==> src/pkg/ots_cfg.svh <==
// constants and register map of the output terminal function selector
// Summary of operation
// - code 13 on during pre-excitation
// - codes 14/15 after pre-alarm time elapsed
// - codes 16/17 sequencer stage and cycle done
// - codes 23-25 follow link virtual bits
// - code 26 on above undervoltage threshold
// - code 27 on at index, off 10 ms later
// - code 28 on during pulse superposition
// - code 29 on during safe torque off fault
// - codes 30-32 positioning and spindle done
// - code 33 on while speed limit clamps
// - code 34 follows ethernet fieldbus virtual bit
// - code 36 on after control switchover done
// - code 37 on above frequency detection value
// - codes 41-47 pass expansion card outputs
// - codes 48-50 overheat pre-alarm sources
// - code 51 on when stopped or zero speed
// - code 52 tension disconnection when enabled
// - codes 53-55 roll diameter during tension running
// - code 56 on while fire mode on
// - fast output type 0 selects pulse output
// - code 0 off; codes 1-4 running states
// - code 12 on when ready to run
// - outputs may share codes independently
`ifndef OTS_CFG_SVH
`define OTS_CFG_SVH

`define OTS_ADDR_W        8
`define OTS_DATA_W        32
`define OTS_CODE_W        6
`define OTS_NUM_OUT       4
`define OTS_TIME_W        16
`define OTS_MS_W          18
`define OTS_Z_W           21
`define OTS_CARD_W        7

`define OTS_ADDR_CTRL     8'h00
`define OTS_ADDR_SEL0     8'h04
`define OTS_ADDR_SEL1     8'h08
`define OTS_ADDR_SEL2     8'h0c
`define OTS_ADDR_SEL3     8'h10
`define OTS_ADDR_OL_TIME  8'h14
`define OTS_ADDR_UL_TIME  8'h18
`define OTS_ADDR_STATUS   8'h1c

`define OTS_RST_FAST_TYPE 1'h0
`define OTS_RST_SEL0      6'h00
`define OTS_RST_SEL1      6'h00
`define OTS_RST_SEL2      6'h01
`define OTS_RST_SEL3      6'h05
`define OTS_RST_TIME      16'h0000

`define OTS_CODE_NONE     6'h00
`define OTS_CLK_NS        5
`define OTS_MS_NS         1000000
`define OTS_Z_PULSE_NS    10000000

`endif

==> src/pkg/ots_pkg.sv <==
// types of the output terminal function selector
`include "ots_cfg.svh"
package ots_pkg;
   typedef logic [`OTS_ADDR_W-1:0] ots_addr_t;
   typedef logic [`OTS_DATA_W-1:0] ots_data_t;
   typedef logic [`OTS_CODE_W-1:0] ots_code_t;

   typedef struct packed {
      logic                                fast_type;
      logic [`OTS_NUM_OUT-1:0][`OTS_CODE_W-1:0] sel;
      logic [`OTS_TIME_W-1:0]              ol_time;
      logic [`OTS_TIME_W-1:0]              ul_time;
      logic [`OTS_TIME_W-1:0]              ol_ms;
      logic [`OTS_TIME_W-1:0]              ul_ms;
      logic                                ol_alm;
      logic                                ul_alm;
      logic [`OTS_MS_W-1:0]                ms_cnt;
      logic [`OTS_Z_W-1:0]                 z_cnt;
      logic                                z_act;
      logic                                enc_q;
      logic [`OTS_NUM_OUT-1:0]             pin;
      ots_data_t                           rdata;
   } ots_state_t;
endpackage : ots_pkg

==> src/rtl/ots_select.sv <==
// output terminal function selector with register port
//
// Local design decisions: the address-and-strobe port and the register offsets.
`timescale 1ns/100ps
`default_nettype none
`include "ots_cfg.svh"
module ots_select #(
   parameter int unsigned MS_CYC = `OTS_MS_NS / `OTS_CLK_NS,
   parameter int unsigned Z_CYC  = `OTS_Z_PULSE_NS / `OTS_CLK_NS
) (
   input  wire logic               core_clk_i,
   input  wire logic               reset_n_i,
   input  wire ots_pkg::ots_addr_t addr_i,
   input  wire ots_pkg::ots_data_t wdata_i,
   input  wire logic               wr_i,
   input  wire logic               rd_i,
   output      ots_pkg::ots_data_t rdata_o,
   input  wire logic               run_freq_i,
   input  wire logic               run_fwd_i,
   input  wire logic               run_rev_i,
   input  wire logic               jog_i,
   input  wire logic               fault_i,
   input  wire logic               fdt1_i,
   input  wire logic               fdt2_i,
   input  wire logic               freq_reached_i,
   input  wire logic               zero_speed_run_i,
   input  wire logic               upper_lim_i,
   input  wire logic               lower_lim_i,
   input  wire logic               ready_i,
   input  wire logic               pre_excite_i,
   input  wire logic               overload_i,
   input  wire logic               underload_i,
   input  wire logic               seq_stage_done_i,
   input  wire logic               seq_cycle_done_i,
   input  wire logic               count_set_i,
   input  wire logic               count_desig_i,
   input  wire logic               ext_fault_i,
   input  wire logic               run_time_i,
   input  wire logic               vbit_serial_i,
   input  wire logic               vbit_fieldbus_i,
   input  wire logic               vbit_eth_i,
   input  wire logic               dc_bus_ok_i,
   input  wire logic               enc_index_i,
   input  wire logic               pulse_superpos_i,
   input  wire logic               safe_torque_off_i,
   input  wire logic               pos_done_i,
   input  wire logic               spindle_zero_i,
   input  wire logic               spindle_div_i,
   input  wire logic               speed_limit_i,
   input  wire logic               vbit_indeth_i,
   input  wire logic               switchover_done_i,
   input  wire logic               ramp_above_i,
   input  wire logic [6:0]         expansion_card_i,
   input  wire logic               overheat_pt100_i,
   input  wire logic               overheat_pt1000_i,
   input  wire logic               overheat_aio_i,
   input  wire logic               stopped_zero_i,
   input  wire logic               tension_disc_en_i,
   input  wire logic               tension_disc_i,
   input  wire logic               tension_run_i,
   input  wire logic               roll_set_i,
   input  wire logic               roll_max_i,
   input  wire logic               roll_min_i,
   input  wire logic               fire_mode_i,
   input  wire logic               pulse_stream_i,
   output      logic               collector_out_1_o,
   output      logic               fast_pulse_out_o,
   output      logic               relay_out_1_o,
   output      logic               relay_out_2_o
);
   import ots_pkg::*;

   ots_state_t r;
   ots_state_t next_r;
   logic [63:0] cv;
   logic        ms_tick;
   logic        enc_rise;

   // condition vector indexed by function code, 63 down to 0
   always_comb begin
      cv = {
         7'h00,
         fire_mode_i,
         tension_run_i & roll_min_i,
         tension_run_i & roll_max_i,
         tension_run_i & roll_set_i,
         tension_disc_en_i & tension_disc_i,
         stopped_zero_i,
         overheat_aio_i,
         overheat_pt1000_i,
         overheat_pt100_i,
         expansion_card_i,
         3'h0,
         ramp_above_i,
         switchover_done_i,
         1'b0,
         vbit_indeth_i,
         speed_limit_i,
         spindle_div_i,
         spindle_zero_i,
         pos_done_i,
         safe_torque_off_i,
         pulse_superpos_i,
         r.z_act,
         dc_bus_ok_i,
         vbit_eth_i,
         vbit_fieldbus_i,
         vbit_serial_i,
         run_time_i,
         1'b0,
         ext_fault_i,
         count_desig_i,
         count_set_i,
         seq_cycle_done_i,
         seq_stage_done_i,
         r.ul_alm,
         r.ol_alm,
         pre_excite_i,
         ready_i,
         lower_lim_i,
         upper_lim_i,
         zero_speed_run_i,
         freq_reached_i,
         fdt2_i,
         fdt1_i,
         fault_i,
         jog_i,
         run_rev_i,
         run_fwd_i,
         run_freq_i,
         1'b0
      };
   end

   assign ms_tick  = (r.ms_cnt == `OTS_MS_W'(MS_CYC - 1));
   assign enc_rise = enc_index_i & ~r.enc_q;

   always_comb begin
      next_r = r;
      next_r.rdata = '0;
      // register writes
      if (wr_i) begin
         unique case (addr_i)
            `OTS_ADDR_CTRL:    next_r.fast_type = wdata_i[0];
            `OTS_ADDR_SEL0:    next_r.sel[0] = wdata_i[`OTS_CODE_W-1:0];
            `OTS_ADDR_SEL1:    next_r.sel[1] = wdata_i[`OTS_CODE_W-1:0];
            `OTS_ADDR_SEL2:    next_r.sel[2] = wdata_i[`OTS_CODE_W-1:0];
            `OTS_ADDR_SEL3:    next_r.sel[3] = wdata_i[`OTS_CODE_W-1:0];
            `OTS_ADDR_OL_TIME: next_r.ol_time = wdata_i[`OTS_TIME_W-1:0];
            `OTS_ADDR_UL_TIME: next_r.ul_time = wdata_i[`OTS_TIME_W-1:0];
            default: ;
         endcase
      end
      // register reads, unmapped addresses read zero
      if (rd_i) begin
         unique case (addr_i)
            `OTS_ADDR_CTRL:    next_r.rdata = `OTS_DATA_W'(r.fast_type);
            `OTS_ADDR_SEL0:    next_r.rdata = `OTS_DATA_W'(r.sel[0]);
            `OTS_ADDR_SEL1:    next_r.rdata = `OTS_DATA_W'(r.sel[1]);
            `OTS_ADDR_SEL2:    next_r.rdata = `OTS_DATA_W'(r.sel[2]);
            `OTS_ADDR_SEL3:    next_r.rdata = `OTS_DATA_W'(r.sel[3]);
            `OTS_ADDR_OL_TIME: next_r.rdata = `OTS_DATA_W'(r.ol_time);
            `OTS_ADDR_UL_TIME: next_r.rdata = `OTS_DATA_W'(r.ul_time);
            `OTS_ADDR_STATUS:
               next_r.rdata = `OTS_DATA_W'({r.z_act, r.ul_alm, r.ol_alm, r.pin});
            default:           next_r.rdata = '0;
         endcase
      end

      // one millisecond time base for the pre-alarm timers
      next_r.ms_cnt = ms_tick ? '0 : r.ms_cnt + `OTS_MS_W'(1);

      // pre-alarm needs the load past threshold for the whole time
      if (!overload_i) begin
         next_r.ol_ms  = '0;
         next_r.ol_alm = 1'b0;
      end else if (ms_tick) begin
         if (r.ol_ms >= r.ol_time)
            next_r.ol_alm = 1'b1;
         else
            next_r.ol_ms = r.ol_ms + `OTS_TIME_W'(1);
      end
      if (!underload_i) begin
         next_r.ul_ms  = '0;
         next_r.ul_alm = 1'b0;
      end else if (ms_tick) begin
         if (r.ul_ms >= r.ul_time)
            next_r.ul_alm = 1'b1;
         else
            next_r.ul_ms = r.ul_ms + `OTS_TIME_W'(1);
      end

      // index pulse stretch; a new index restarts the window
      next_r.enc_q = enc_index_i;
      if (enc_rise) begin
         next_r.z_act = 1'b1;
         next_r.z_cnt = `OTS_Z_W'(Z_CYC - 1);
      end else if (r.z_act) begin
         if (r.z_cnt == '0)
            next_r.z_act = 1'b0;
         else
            next_r.z_cnt = r.z_cnt - `OTS_Z_W'(1);
      end

      // each output decodes its own code, so shared codes are fine
      for (int i = 0; i < `OTS_NUM_OUT; i++) begin
         next_r.pin[i] = cv[r.sel[i]];
      end
      // pulse mode bypasses the function selection
      if (!r.fast_type)
         next_r.pin[1] = pulse_stream_i;
   end

   always_ff @(posedge core_clk_i or negedge reset_n_i) begin
      if (!reset_n_i) begin
         r           <= '0;
         r.fast_type <= `OTS_RST_FAST_TYPE;
         r.sel[0]    <= `OTS_RST_SEL0;
         r.sel[1]    <= `OTS_RST_SEL1;
         r.sel[2]    <= `OTS_RST_SEL2;
         r.sel[3]    <= `OTS_RST_SEL3;
         r.ol_time   <= `OTS_RST_TIME;
         r.ul_time   <= `OTS_RST_TIME;
      end else begin
         r <= next_r;
      end
   end

   assign rdata_o           = r.rdata;
   assign collector_out_1_o = r.pin[0];
   assign fast_pulse_out_o  = r.pin[1];
   assign relay_out_1_o     = r.pin[2];
   assign relay_out_2_o     = r.pin[3];
endmodule : ots_select
`default_nettype wire

==> config.mk <==
export PLATFORM = sky130hd
export DESIGN_NAME = ots_select
export DESIGN_NICKNAME = d
export VERILOG_FILES = /design/src/pkg/ots_pkg.sv /design/src/rtl/ots_select.sv
export VERILOG_INCLUDE_DIRS = /design/src /design/src/pkg
export SDC_FILE = /design/constraint.sdc
export NUM_CORES = 1
export LEC_CHECK = 0
export ABC_AREA = 1
export BUFFER_PORTS_ARGS = -buffer_cell sky130_fd_sc_hd__buf_4
export CAP_MARGIN = 40
export CORE_ASPECT_RATIO = 1.1
export CORE_MARGIN = 10
export CORE_UTILIZATION = 42
export CTS_BUF_LIST = sky130_fd_sc_hd__clkbuf_2 sky130_fd_sc_hd__clkbuf_4 sky130_fd_sc_hd__clkbuf_8
export DETAILED_ROUTE_END_ITERATION = 6
export SYNTH_ARGS = -nofsm -noshare
export SYNTH_HDL_FRONTEND = slang
export SYNTH_SLANG_ARGS = --single-unit
export TNS_END_PERCENT = 1
==> constraint.sdc <==
create_clock -name core_clk_i -period 1.8 [get_ports core_clk_i]
set_input_delay 0.09 -clock core_clk_i [delete_from_list [all_inputs] [get_ports core_clk_i]]
set_output_delay 0.09 -clock core_clk_i [all_outputs]
set_load 0.01 [all_outputs]
==> results of run 1 <==
==> final timing paths <==
check                           endpoint  cells after the start
setup reg to reg                  r[103]                      9
setup / recovery                  r[103]                      9
min in group core_clk_i    relay_out_1_o                      5
hold / removal                     r[59]                      2
hold reg to reg                   r[131]                      2
max in group asynchronous          r[84]                      3
==> state kept, by name (all words and copies together), names as in the netlist <==
name               cells
r                    129
rdata_o               16
cv                     3
collector_out_1_o      1
fast_pulse_out_o       1
relay_out_1_o          1
relay_out_2_o          1
==> cells in the final DEF (no fill, tap or decap), drive strengths merged, types with 4 or more instances in the layout <==
| master | count |
|---|---|
| nand3 | 131 |
| o2111ai | 10 |
| xnor2 | 4 |
| inv | 199 |
| buf | 229 |
| xor2 | 29 |
| a21o | 4 |
| o22ai | 32 |
| a21oi | 70 |
| o211ai | 9 |
| conb | 16 |
| dlygate4sd3 | 22 |
| nor2 | 174 |
| nor3 | 22 |
| dfrtp | 149 |
| nand3b | 4 |
| nand4 | 22 |
| a31oi | 5 |
| o221ai | 4 |
| nand2 | 423 |
| clkbuf | 20 |
| o21ai | 115 |
| ha | 37 |
| clkinv | 5 |
| clkinvlp | 4 |
==> cell usage after synthesis (all sizes together) (5+ instances only) <==
cell type	count	area, um2
a21oi	70	350
a31oi	5	31.3
buf	44	313
clkbuf	28	105
dfrtp	149	3730
ha	37	463
inv	195	732
nand2	422	1590
nand3	131	681
nand4	22	138
nor2	174	694
nor3	22	131
o2111ai	10	87.6
o211ai	9	67.6
o21ai	115	576
o22ai	32	200
xor2	29	254
==> layout make-up <==
cell class | count | area [um2]
fillers | 2454 | 11300
multi-input cells | 1130 | 5880
flip-flops and latches | 152 | 3810
repair buffers | 251 | 2040
inverters | 197 | 743
well taps | 310 | 388
clock buffers | 20 | 275
clock inverters | 12 | 111
==> layer usage <==
metal | part of all wire, % | vias to the layer above | track usage (%)
met2 | 47 | 404 | 38.5
met5 | 0 | - | 0
met4 | 3.8 | 0 | 9.40
li1 | - | 5394 | -
met3 | 7.3 | 92 | 4.43
met1 | 42 | 5153 | 28.1
==> what timing repair did <==
| item | 4_1_cts | 5_1_grt |
|---|---|---|
| cloned | 2 | 0 |
| setup buffers | 3 | 3 |
| endpoints found under the setup margin | 27 | 62 |
| hold endpoints to repair | 185 | 0 |
| pin swaps | 11 | 9 |
| hold buffers | 22 | 0 |
| gates resized for setup | 25 | 47 |
==> report_power, final <==
part	total [mW]	switching [mW]	internal, mW
Sequential	3.64	0.116	3.52
Combinational	1.40	0.867	0.536
Clock	2.61	1.39	1.22
==> stage by stage <==
stage | cells | total power, mW | utilization, %
after floorplan | 1550 | 4.37 | -
after global placement | 2011 | 4.99 | 50.0
final | 2072 | 7.65 | 54.0
after global routing | 2072 | 8.06 | 54.0
after detailed placement | 2011 | 5.00 | 50.0
after CTS | 2069 | 7.68 | 53.1
==> kinds of logic (layout without fill, tap and decap cells) <==
kind of cell    after synthesis  count (layout)  share of synthesized area (%)
compound gates              261             261                           14.0
xor+xnor                     33              33                           2.75
fa+ha+maj                    37              37                           4.40
buf+inv                     269             480                           11.0
flops                       152             152                           36.2
other cells                   1              16                         0.0357
simple gates                782             783                           31.6
==> results.json, run 1 <==
{
  "status": "finished clean",
  "drc_errors": 0,
  "crit_arrival_ns": 2.19,
  "firstDrtPassIters": 5,
  "grt_pass1_wl_um": 57500,
  "final_cell_area_um2": 13200,
  "cts.sinks": 152,
  "die_h_um": 186,
  "startpoint": "r[106]",
  "grt_max_degree": 53,
  "synth-edff-count": 0,
  "preCtsSetupSlack_ns": -0.0138,
  "routed_wl_um": 36200,
  "hold_viol": 0,
  "drtIter0Drc": 999,
  "drive_gt1_share_pct": 19.3,
  "worstSetupEndpointType": "flip-flop",
  "dp_hpwl_um": 28000,
  "die_w_um": 171,
  "area_delta_synth_final_pct": 25.9,
  "yosysWarningCount": 0,
  "relSlewSlack_pct": 60.7,
  "root_buffer": "clkbuf_8",
  "cp-start-kind": "flip-flop",
  "p_per_area_nw_per_um2": 578,
  "syn_area_per_cell_um2": 6.85,
  "rsz0062_at_grt": "true",
  "ff2ff_setup_slack_ns": 0.004,
  "grt_antenna_before_repair": 0,
  "finalSetupViolCount": 0,
  "r2r_start": "r[106]",
  "vias": 11043,
  "rows": 60,
  "postSynthCellCount": 1535,
  "drv_cap": 0,
  "grt_pass1_vias": 10813,
  "path_buf_inv": 1,
  "cts.path.max_buffers": 2,
  "gr-usage-all-layers_pct": 22.9,
  "synthFlopType": "dfrtp_1",
  "clock_skew_ns": 0.0189,
  "worst_slack_ns": 0.00448,
  "layout_min_cycle_time_ns": 1.80,
  "finalSetupTns_ns": 0,
  "slowest_stage": "dfrtp_1",
  "critPathTopFamily": "simple AND/OR/NAND/NOR gates",
  "p_leak_nw": 6.59,
  "critPathMaxFanout": 5,
  "final-max-slew-violation-count": 0,
  "clkSlewWorstSetupHoldPaths_ns": 0.09,
  "place.gp.congestion": 1.05,
  "start_util_pct": 42.8,
  "fp.dieArea_um2": 31800,
  "synthArstFlopShare_pct": 100,
  "wl_per_cell_um": 17.5,
  "place_area_um2": 12300,
  "port_buffers": 101,
  "antenna_cells": 0,
  "ys_ff_latch": 152,
  "vias_per_cell": 5.33,
  "required_ns": 2.20,
  "hold_path_class": "in2async",
  "clk-insertion-delay-late_ns": 0.46,
  "worst_path_most_repeated_cell": "a21oi_2",
  "synth_area_um2": 10500,
  "tightest_slew_ns": 0.583,
  "grt_overflow": 0,
  "num_io_pins": 134,
  "nets": 1884,
  "cts_made_buffers": 17,
  "cts_tree": "done",
  "cts_max_level": 4,
  "critPathKind": "reg2reg",
  "fin_crit_sh_pct": 99.8,
  "peakVddDrop_mv": 0.582,
  "fmaxAchievable_mhz": 557,
  "yosysUniqueCellTypes": 48,
  "synth-seq-area-share_pct": 36.2,
  "cp_cell_sequence": "ha_1 -> a21oi_2 -> a21oi_2 -> nor2_2 -> nand3_4 -> buf_8 -> nand2_8 -> nand2_2 -> nand2_1",
  "cpPeakStageDelay_ns": 0.40,
  "whs_ns": 0.0755,
  "coreArea_um2": 24500,
  "ant_nets": 0
}
(Power assumes the default switching activity.)
==> run 2: changes to the inputs <==
--- a/config.mk
+++ b/config.mk
@@ -9,7 +9,7 @@
 export ABC_AREA = 1
 export BUFFER_PORTS_ARGS = -buffer_cell sky130_fd_sc_hd__buf_4
 export CAP_MARGIN = 40
-export CORE_ASPECT_RATIO = 1.1
+export CORE_ASPECT_RATIO = 1.75
 export CORE_MARGIN = 10
 export CORE_UTILIZATION = 42
 export CTS_BUF_LIST = sky130_fd_sc_hd__clkbuf_2 sky130_fd_sc_hd__clkbuf_4 sky130_fd_sc_hd__clkbuf_8
==> run 2 against run 1 <==
Maximum frequency up 1.3%. Global-route usage about the same. Clock skew shrank 0.0054 ns. Sequential share of layout area up 0.22 points. Via count grew 0.30%. Wire length up 3.1%. Clock power increased by 4%. Non-clock buffer count up 9. Total power is 1.4% higher. Combinational power about the same. Die area grew 0.76%. Core utilization shrank 0.59 points. Critical endpoint is now r[91]. Largest power group unchanged.
==> results.json, run 2 (synthesized netlist as in run 1, its figures left out) <==
{
  "required_ns": 2.18,
  "port_buffers": 101,
  "fp.dieArea_um2": 32000,
  "seq_area_um2": 3810,
  "area_delta_synth_final_pct": 25.0,
  "crit_arrival_ns": 2.15,
  "met2_usage_pct": 41.5,
  "largest_reg_flops": 129,
  "grt_overflow": 0,
  "fin_crit_sh_pct": 98.5,
  "nets": 1892,
  "hold_viol": 0,
  "firstDrtPassIters": 6,
  "finalSetupViolCount": 0,
  "coreArea_um2": 24600,
  "worstSetupEndpointType": "flip-flop",
  "use_met1_pct": 23.7,
  "drc_errors": 0,
  "cp_cell_sequence": "nor4_4 -> nand3_2 -> nor2_8 -> buf_12 -> nand3_4 -> buf_4 -> nand3_1 -> nand2_1",
  "num_io_pins": 134,
  "p_per_area_nw_per_um2": 590,
  "layout_commonest_cell": "nand2_1",
  "drtIter0Drc": 1004,
  "grt_max_degree": 50,
  "top_usage_layer": "met2",
  "finalPower_mw": 7.76,
  "start_util_pct": 42.7,
  "dp_hpwl_um": 29600,
  "cts_made_buffers": 17,
  "grt_pass1_vias": 11082,
  "clk-insertion-delay-late_ns": 0.48,
  "layout_min_cycle_time_ns": 1.77,
  "rows": 76,
  "ant_nets": 0,
  "place.gp.congestion": 1.02,
  "top_register": "r",
  "die_w_um": 140,
  "tightest_slew_ns": 0.603,
  "cts_tree": "done",
  "drive_gt1_share_pct": 18.2,
  "cpPeakStageDelay_ns": 0.42,
  "p_leak_nw": 6.60,
  "critPathKind": "reg2reg",
  "nFillCells": 2492,
  "clkSlewWorstSetupHoldPaths_ns": 0.09,
  "hold_path_class": "in2reg",
  "whs_path_depth": 5,
  "final-max-slew-violation-count": 0,
  "critPathMaxFanout": 8,
  "relSlewSlack_pct": 59.4,
  "cts_max_level": 4,
  "clock_skew_ns": 0.0135,
  "vias": 11076,
  "wl_per_cell_um": 18.0,
  "cp-start-kind": "flip-flop",
  "antenna_cells": 0,
  "gr-usage-all-layers_pct": 22.9,
  "peakVddDrop_mv": 0.615,
  "slowest_stage": "dfrtp_1",
  "multi_input_area_um2": 5720,
  "fmaxAchievable_mhz": 564,
  "cts.sinks": 152,
  "finalSetupTns_ns": 0,
  "rsz0062_at_grt": "true",
  "drv_cap": 0,
  "status": "finished clean",
  "grt_antenna_before_repair": 0,
  "vias_per_cell": 5.32,
  "worstRegToRegCells": 8,
  "die_h_um": 229,
  "cts.path.max_buffers": 2,
  "use_met3_pct": 4.02,
  "routed_wl_um": 37400,
  "root_buffer": "clkbuf_8",
  "mostFrequentLayoutCells": "411 x nand2_1, 228 x buf_4, 188 x inv_1, 157 x nor2_1, 147 x dfrtp_1",
  "grt_pass1_wl_um": 58600
}
## run 2: path summary, 6_finish.rpt
kind | startpoint | to | slack [ns]
max | r[72] | r[91] | 0.03
min in group asynchronous | reset_n_i | r[60] | 0.12
max in group asynchronous | reset_n_i | r[144] | 1.05
min | fire_mode_i | relay_out_2_o | 0.06
max reg2reg | r[72] | r[91] | 0.03
min reg2reg | r[117] | r[117] | 0.49
## run 2: area by class of cell
type	count	area share (%)
clock buffer	19	1.94
clock inverter	13	1.11
inverter	197	5.65
multi-input combinational	1129	43.5
sequential	152	29.0
tap	312	2.97
timing repair buffer	260	15.8
## run 2: repair_timing
action | 4_1_cts | 5_1_grt
pin swaps | 3 | 10
resized for setup | 8 | 38
endpoints found under the setup margin | 32 | 58
hold buffers | 24 | 0
hold endpoints to repair | 188 | 0
setup buffers | 0 | 0
## run 2: worst max-delay path: cells and delay by family (launching register included)
kind	cells	cell delay, ns
buffers and inverters	2	0.31
and+or+nand+nor	6	0.92
DFF	1	0.42
## run 2: where the power goes
part / switching, mW / internal [mW]
registers: 0.119 / 3.52
logic: 0.869 / 0.524
clock network: 1.43 / 1.29
## run 2: layer usage
layer / part of all wire, % / vias up
met3: 5.3 / 151
li1: - / 5411
met4: 6.4 / 0
met1: 37 / 5062
met2: 52 / 452
met5: 0 / -
## run 2: metrics by stage
| stage | instance area, um2 | cells | setup slack [ns] | utilization, % | hold slack [ns] |
|---|---|---|---|---|---|
| after floorplan | 10600 | 1550 | 0.0859 | - | -0.206 |
| after global placement | 12400 | 2025 | -0.0870 | 50.2 | 0.0614 |
| after detailed placement | 12400 | 2026 | -0.101 | 50.2 | 0.0688 |
| after CTS | 13000 | 2082 | -0.00452 | 53.0 | 0.0147 |
| after global routing | 13100 | 2082 | -0.0984 | 53.4 | 0.0675 |
| final | 13100 | 2082 | 0.0270 | 53.4 | 0.0606 |
==> run 3: changes to the inputs <==
--- a/config.mk
+++ b/config.mk
@@ -9,11 +9,14 @@
 export ABC_AREA = 1
 export BUFFER_PORTS_ARGS = -buffer_cell sky130_fd_sc_hd__buf_4
 export CAP_MARGIN = 40
+export CELL_PAD_IN_SITES_DETAIL_PLACEMENT = 0
+export CELL_PAD_IN_SITES_GLOBAL_PLACEMENT = 1
 export CORE_ASPECT_RATIO = 1.75
 export CORE_MARGIN = 10
-export CORE_UTILIZATION = 42
+export CORE_UTILIZATION = 39
 export CTS_BUF_LIST = sky130_fd_sc_hd__clkbuf_2 sky130_fd_sc_hd__clkbuf_4 sky130_fd_sc_hd__clkbuf_8
 export DETAILED_ROUTE_END_ITERATION = 6
+export PLACE_DENSITY_LB_ADDON = 0.1
 export SYNTH_ARGS = -nofsm -noshare
 export SYNTH_HDL_FRONTEND = slang
 export SYNTH_SLANG_ARGS = --single-unit
==> run 3 against run 2 <==
Cell count increased by 1.1%. Sequential share of layout area decreased by 0.88 points. Maximum frequency increased by 0.43%.
==> results.json, run 3 (synthesized netlist as in run 1, its figures left out) <==
{
  "preCtsSetupSlack_ns": -0.0738,
  "wl_per_cell_um": 19.0,
  "wl_met3_um": 1850,
  "highest_layer": "met4",
  "cpPeakStageDelay_ns": 0.41,
  "met2_length_um": 20900,
  "finalSetupViolCount": 0,
  "wirelength_met1_um": 14700,
  "area_delta_synth_final_pct": 28.8,
  "nets": 1902,
  "drc_errors": 0,
  "grt_max_degree": 47,
  "grt_antenna_before_repair": 0,
  "die_w_um": 144,
  "drtIter0Drc": 763,
  "grt_overflow": 0,
  "antenna_cells": 0,
  "slowest_stage": "dfrtp_1",
  "cts_tree": "done",
  "top_register": "r",
  "layout_commonest_cell": "nand2_1",
  "vias": 10980,
  "ant_nets": 0,
  "fp.dieArea_um2": 34200,
  "start_util_pct": 39.6,
  "routed_wl_um": 39900,
  "clk-insertion-delay-late_ns": 0.49,
  "critPathMaxFanout": 5,
  "rows": 79,
  "drv_cap": 0,
  "path_buf_inv": 1,
  "hold_viol": 0,
  "critPathKind": "reg2reg",
  "dp_hpwl_um": 31400,
  "fin_crit_sh_pct": 98.1,
  "port_buffers": 101,
  "grt_pass1_wl_um": 60600,
  "vias_per_cell": 5.22,
  "cts.path.max_buffers": 2,
  "layout_min_cycle_time_ns": 1.77,
  "coreArea_um2": 26600,
  "p_leak_nw": 6.72,
  "rsz0062_at_grt": "true",
  "root_buffer": "clkbuf_8",
  "finalSetupTns_ns": 0,
  "required_ns": 2.18,
  "tightest_slew_ns": 0.577,
  "firstDrtPassIters": 5,
  "mostFrequentLayoutCells": "407 x nand2_1, 237 x buf_4, 173 x inv_1, 157 x nor2_1, 149 x dfrtp_1",
  "critPathTopFamily": "simple AND/OR/NAND/NOR gates",
  "peakVddDrop_mv": 0.715,
  "gr-usage-all-layers_pct": 23.1,
  "largest_reg_flops": 129,
  "cts.sinks": 152,
  "grt_pass1_vias": 11003,
  "fmaxAchievable_mhz": 566,
  "cts_made_buffers": 17,
  "p_per_area_nw_per_um2": 592,
  "drive_gt1_share_pct": 21.4,
  "place.gp.congestion": 1.01,
  "clkSlewWorstSetupHoldPaths_ns": 0.08,
  "hold_path_class": "in2reg",
  "final-max-slew-violation-count": 0,
  "worst_slack_ns": 0.0345,
  "cp_cell_sequence": "nor4_4 -> nand3_2 -> nor2_8 -> nand3_4 -> buf_4 -> nand3_1 -> nand2_1",
  "cp-start-kind": "flip-flop",
  "relSlewSlack_pct": 61.5,
  "crit_arrival_ns": 2.15,
  "whs_ns": 0.0808,
  "cts_max_level": 4,
  "die_h_um": 237,
  "status": "finished clean",
  "num_io_pins": 134,
  "worstSetupEndpointType": "flip-flop",
  "clock_skew_ns": 0.0113
}
-- run 3: cell types whose count changed in the layout (fill, tap and decap cells not counted), moves of 4 or more --
cell        change
a21oi_1         -6
ha_1           -16
a21oi_2         +6
buf_4           +9
inv_2          +15
nand2_2         +4
nand3_1         -7
ha_4           +16
nand3_2         +7
inv_1          -15
nand2_1         -4
clkinvlp_4      -4
-- run 3: report_power, final --
part | switching [mW] | internal, mW | total (mW)
clock network | 1.33 | 1.56 | 2.89
logic | 0.918 | 0.577 | 1.50
registers | 0.113 | 3.52 | 3.64
-- run 3: metal layers --
layer	up-vias	global-route usage (%)
li1	5426	-
met1	5106	23.7
met2	335	42.0
met3	113	4.01
met4	0	14.0
met5	-	0
-- run 3: per-stage QoR --
step           power (mW)  cells  utilization [%]  instance area [um2]
2_1_floorplan        4.37   1550                -                10600
3_3_place_gp         5.06   2037             46.6                12400
3_5_place_dp         5.06   2037             46.6                12400
4_1_cts              8.02   2091             49.2                13100
5_1_grt              8.40   2104             50.9                13500
6_report             8.02   2104             50.9                13500
-- run 3: area by class of cell --
type / instances / area, um2
Clock buffer: 24 / 312
Clock inverter: 8 / 118
Fill cell: 2732 / 13000
Inverter: 197 / 743
Multi-Input combinational cell: 1129 / 5990
Sequential cell: 152 / 3810
Tap cell: 324 / 405
Timing Repair Buffer: 270 / 2170
-- run 3: path summary, 6_finish.rpt --
check | start | to | slack [ns] | cells after the start
min in group asynchronous | reset_n_i | r[48] | 0.10 | 2
max in group asynchronous | reset_n_i | rdata_o[4] | 1.06 | 3
hold reg to reg | r[129] | r[129] | 0.49 | 2
setup reg to reg | r[73] | r[103] | 0.03 | 7
setup / recovery | r[73] | r[103] | 0.03 | 7
hold / removal | fire_mode_i | collector_out_1_o | 0.08 | 5
-- run 3: worst min-delay path: stages --
cell and delay [ns]:
buf_4 0.16, a31oi_1 0.10, nand2_1 0.07, nand3_1 0.06
nand2_1 0.05
-- run 3: repair_timing --
item	CTS	global route
cloned	0	0
endpoints found under the hold margin	200	0
gates resized for setup	12	80
setup buffers	0	13
pin swaps	2	30
hold buffers	22	0
setup endpoints to repair	33	54
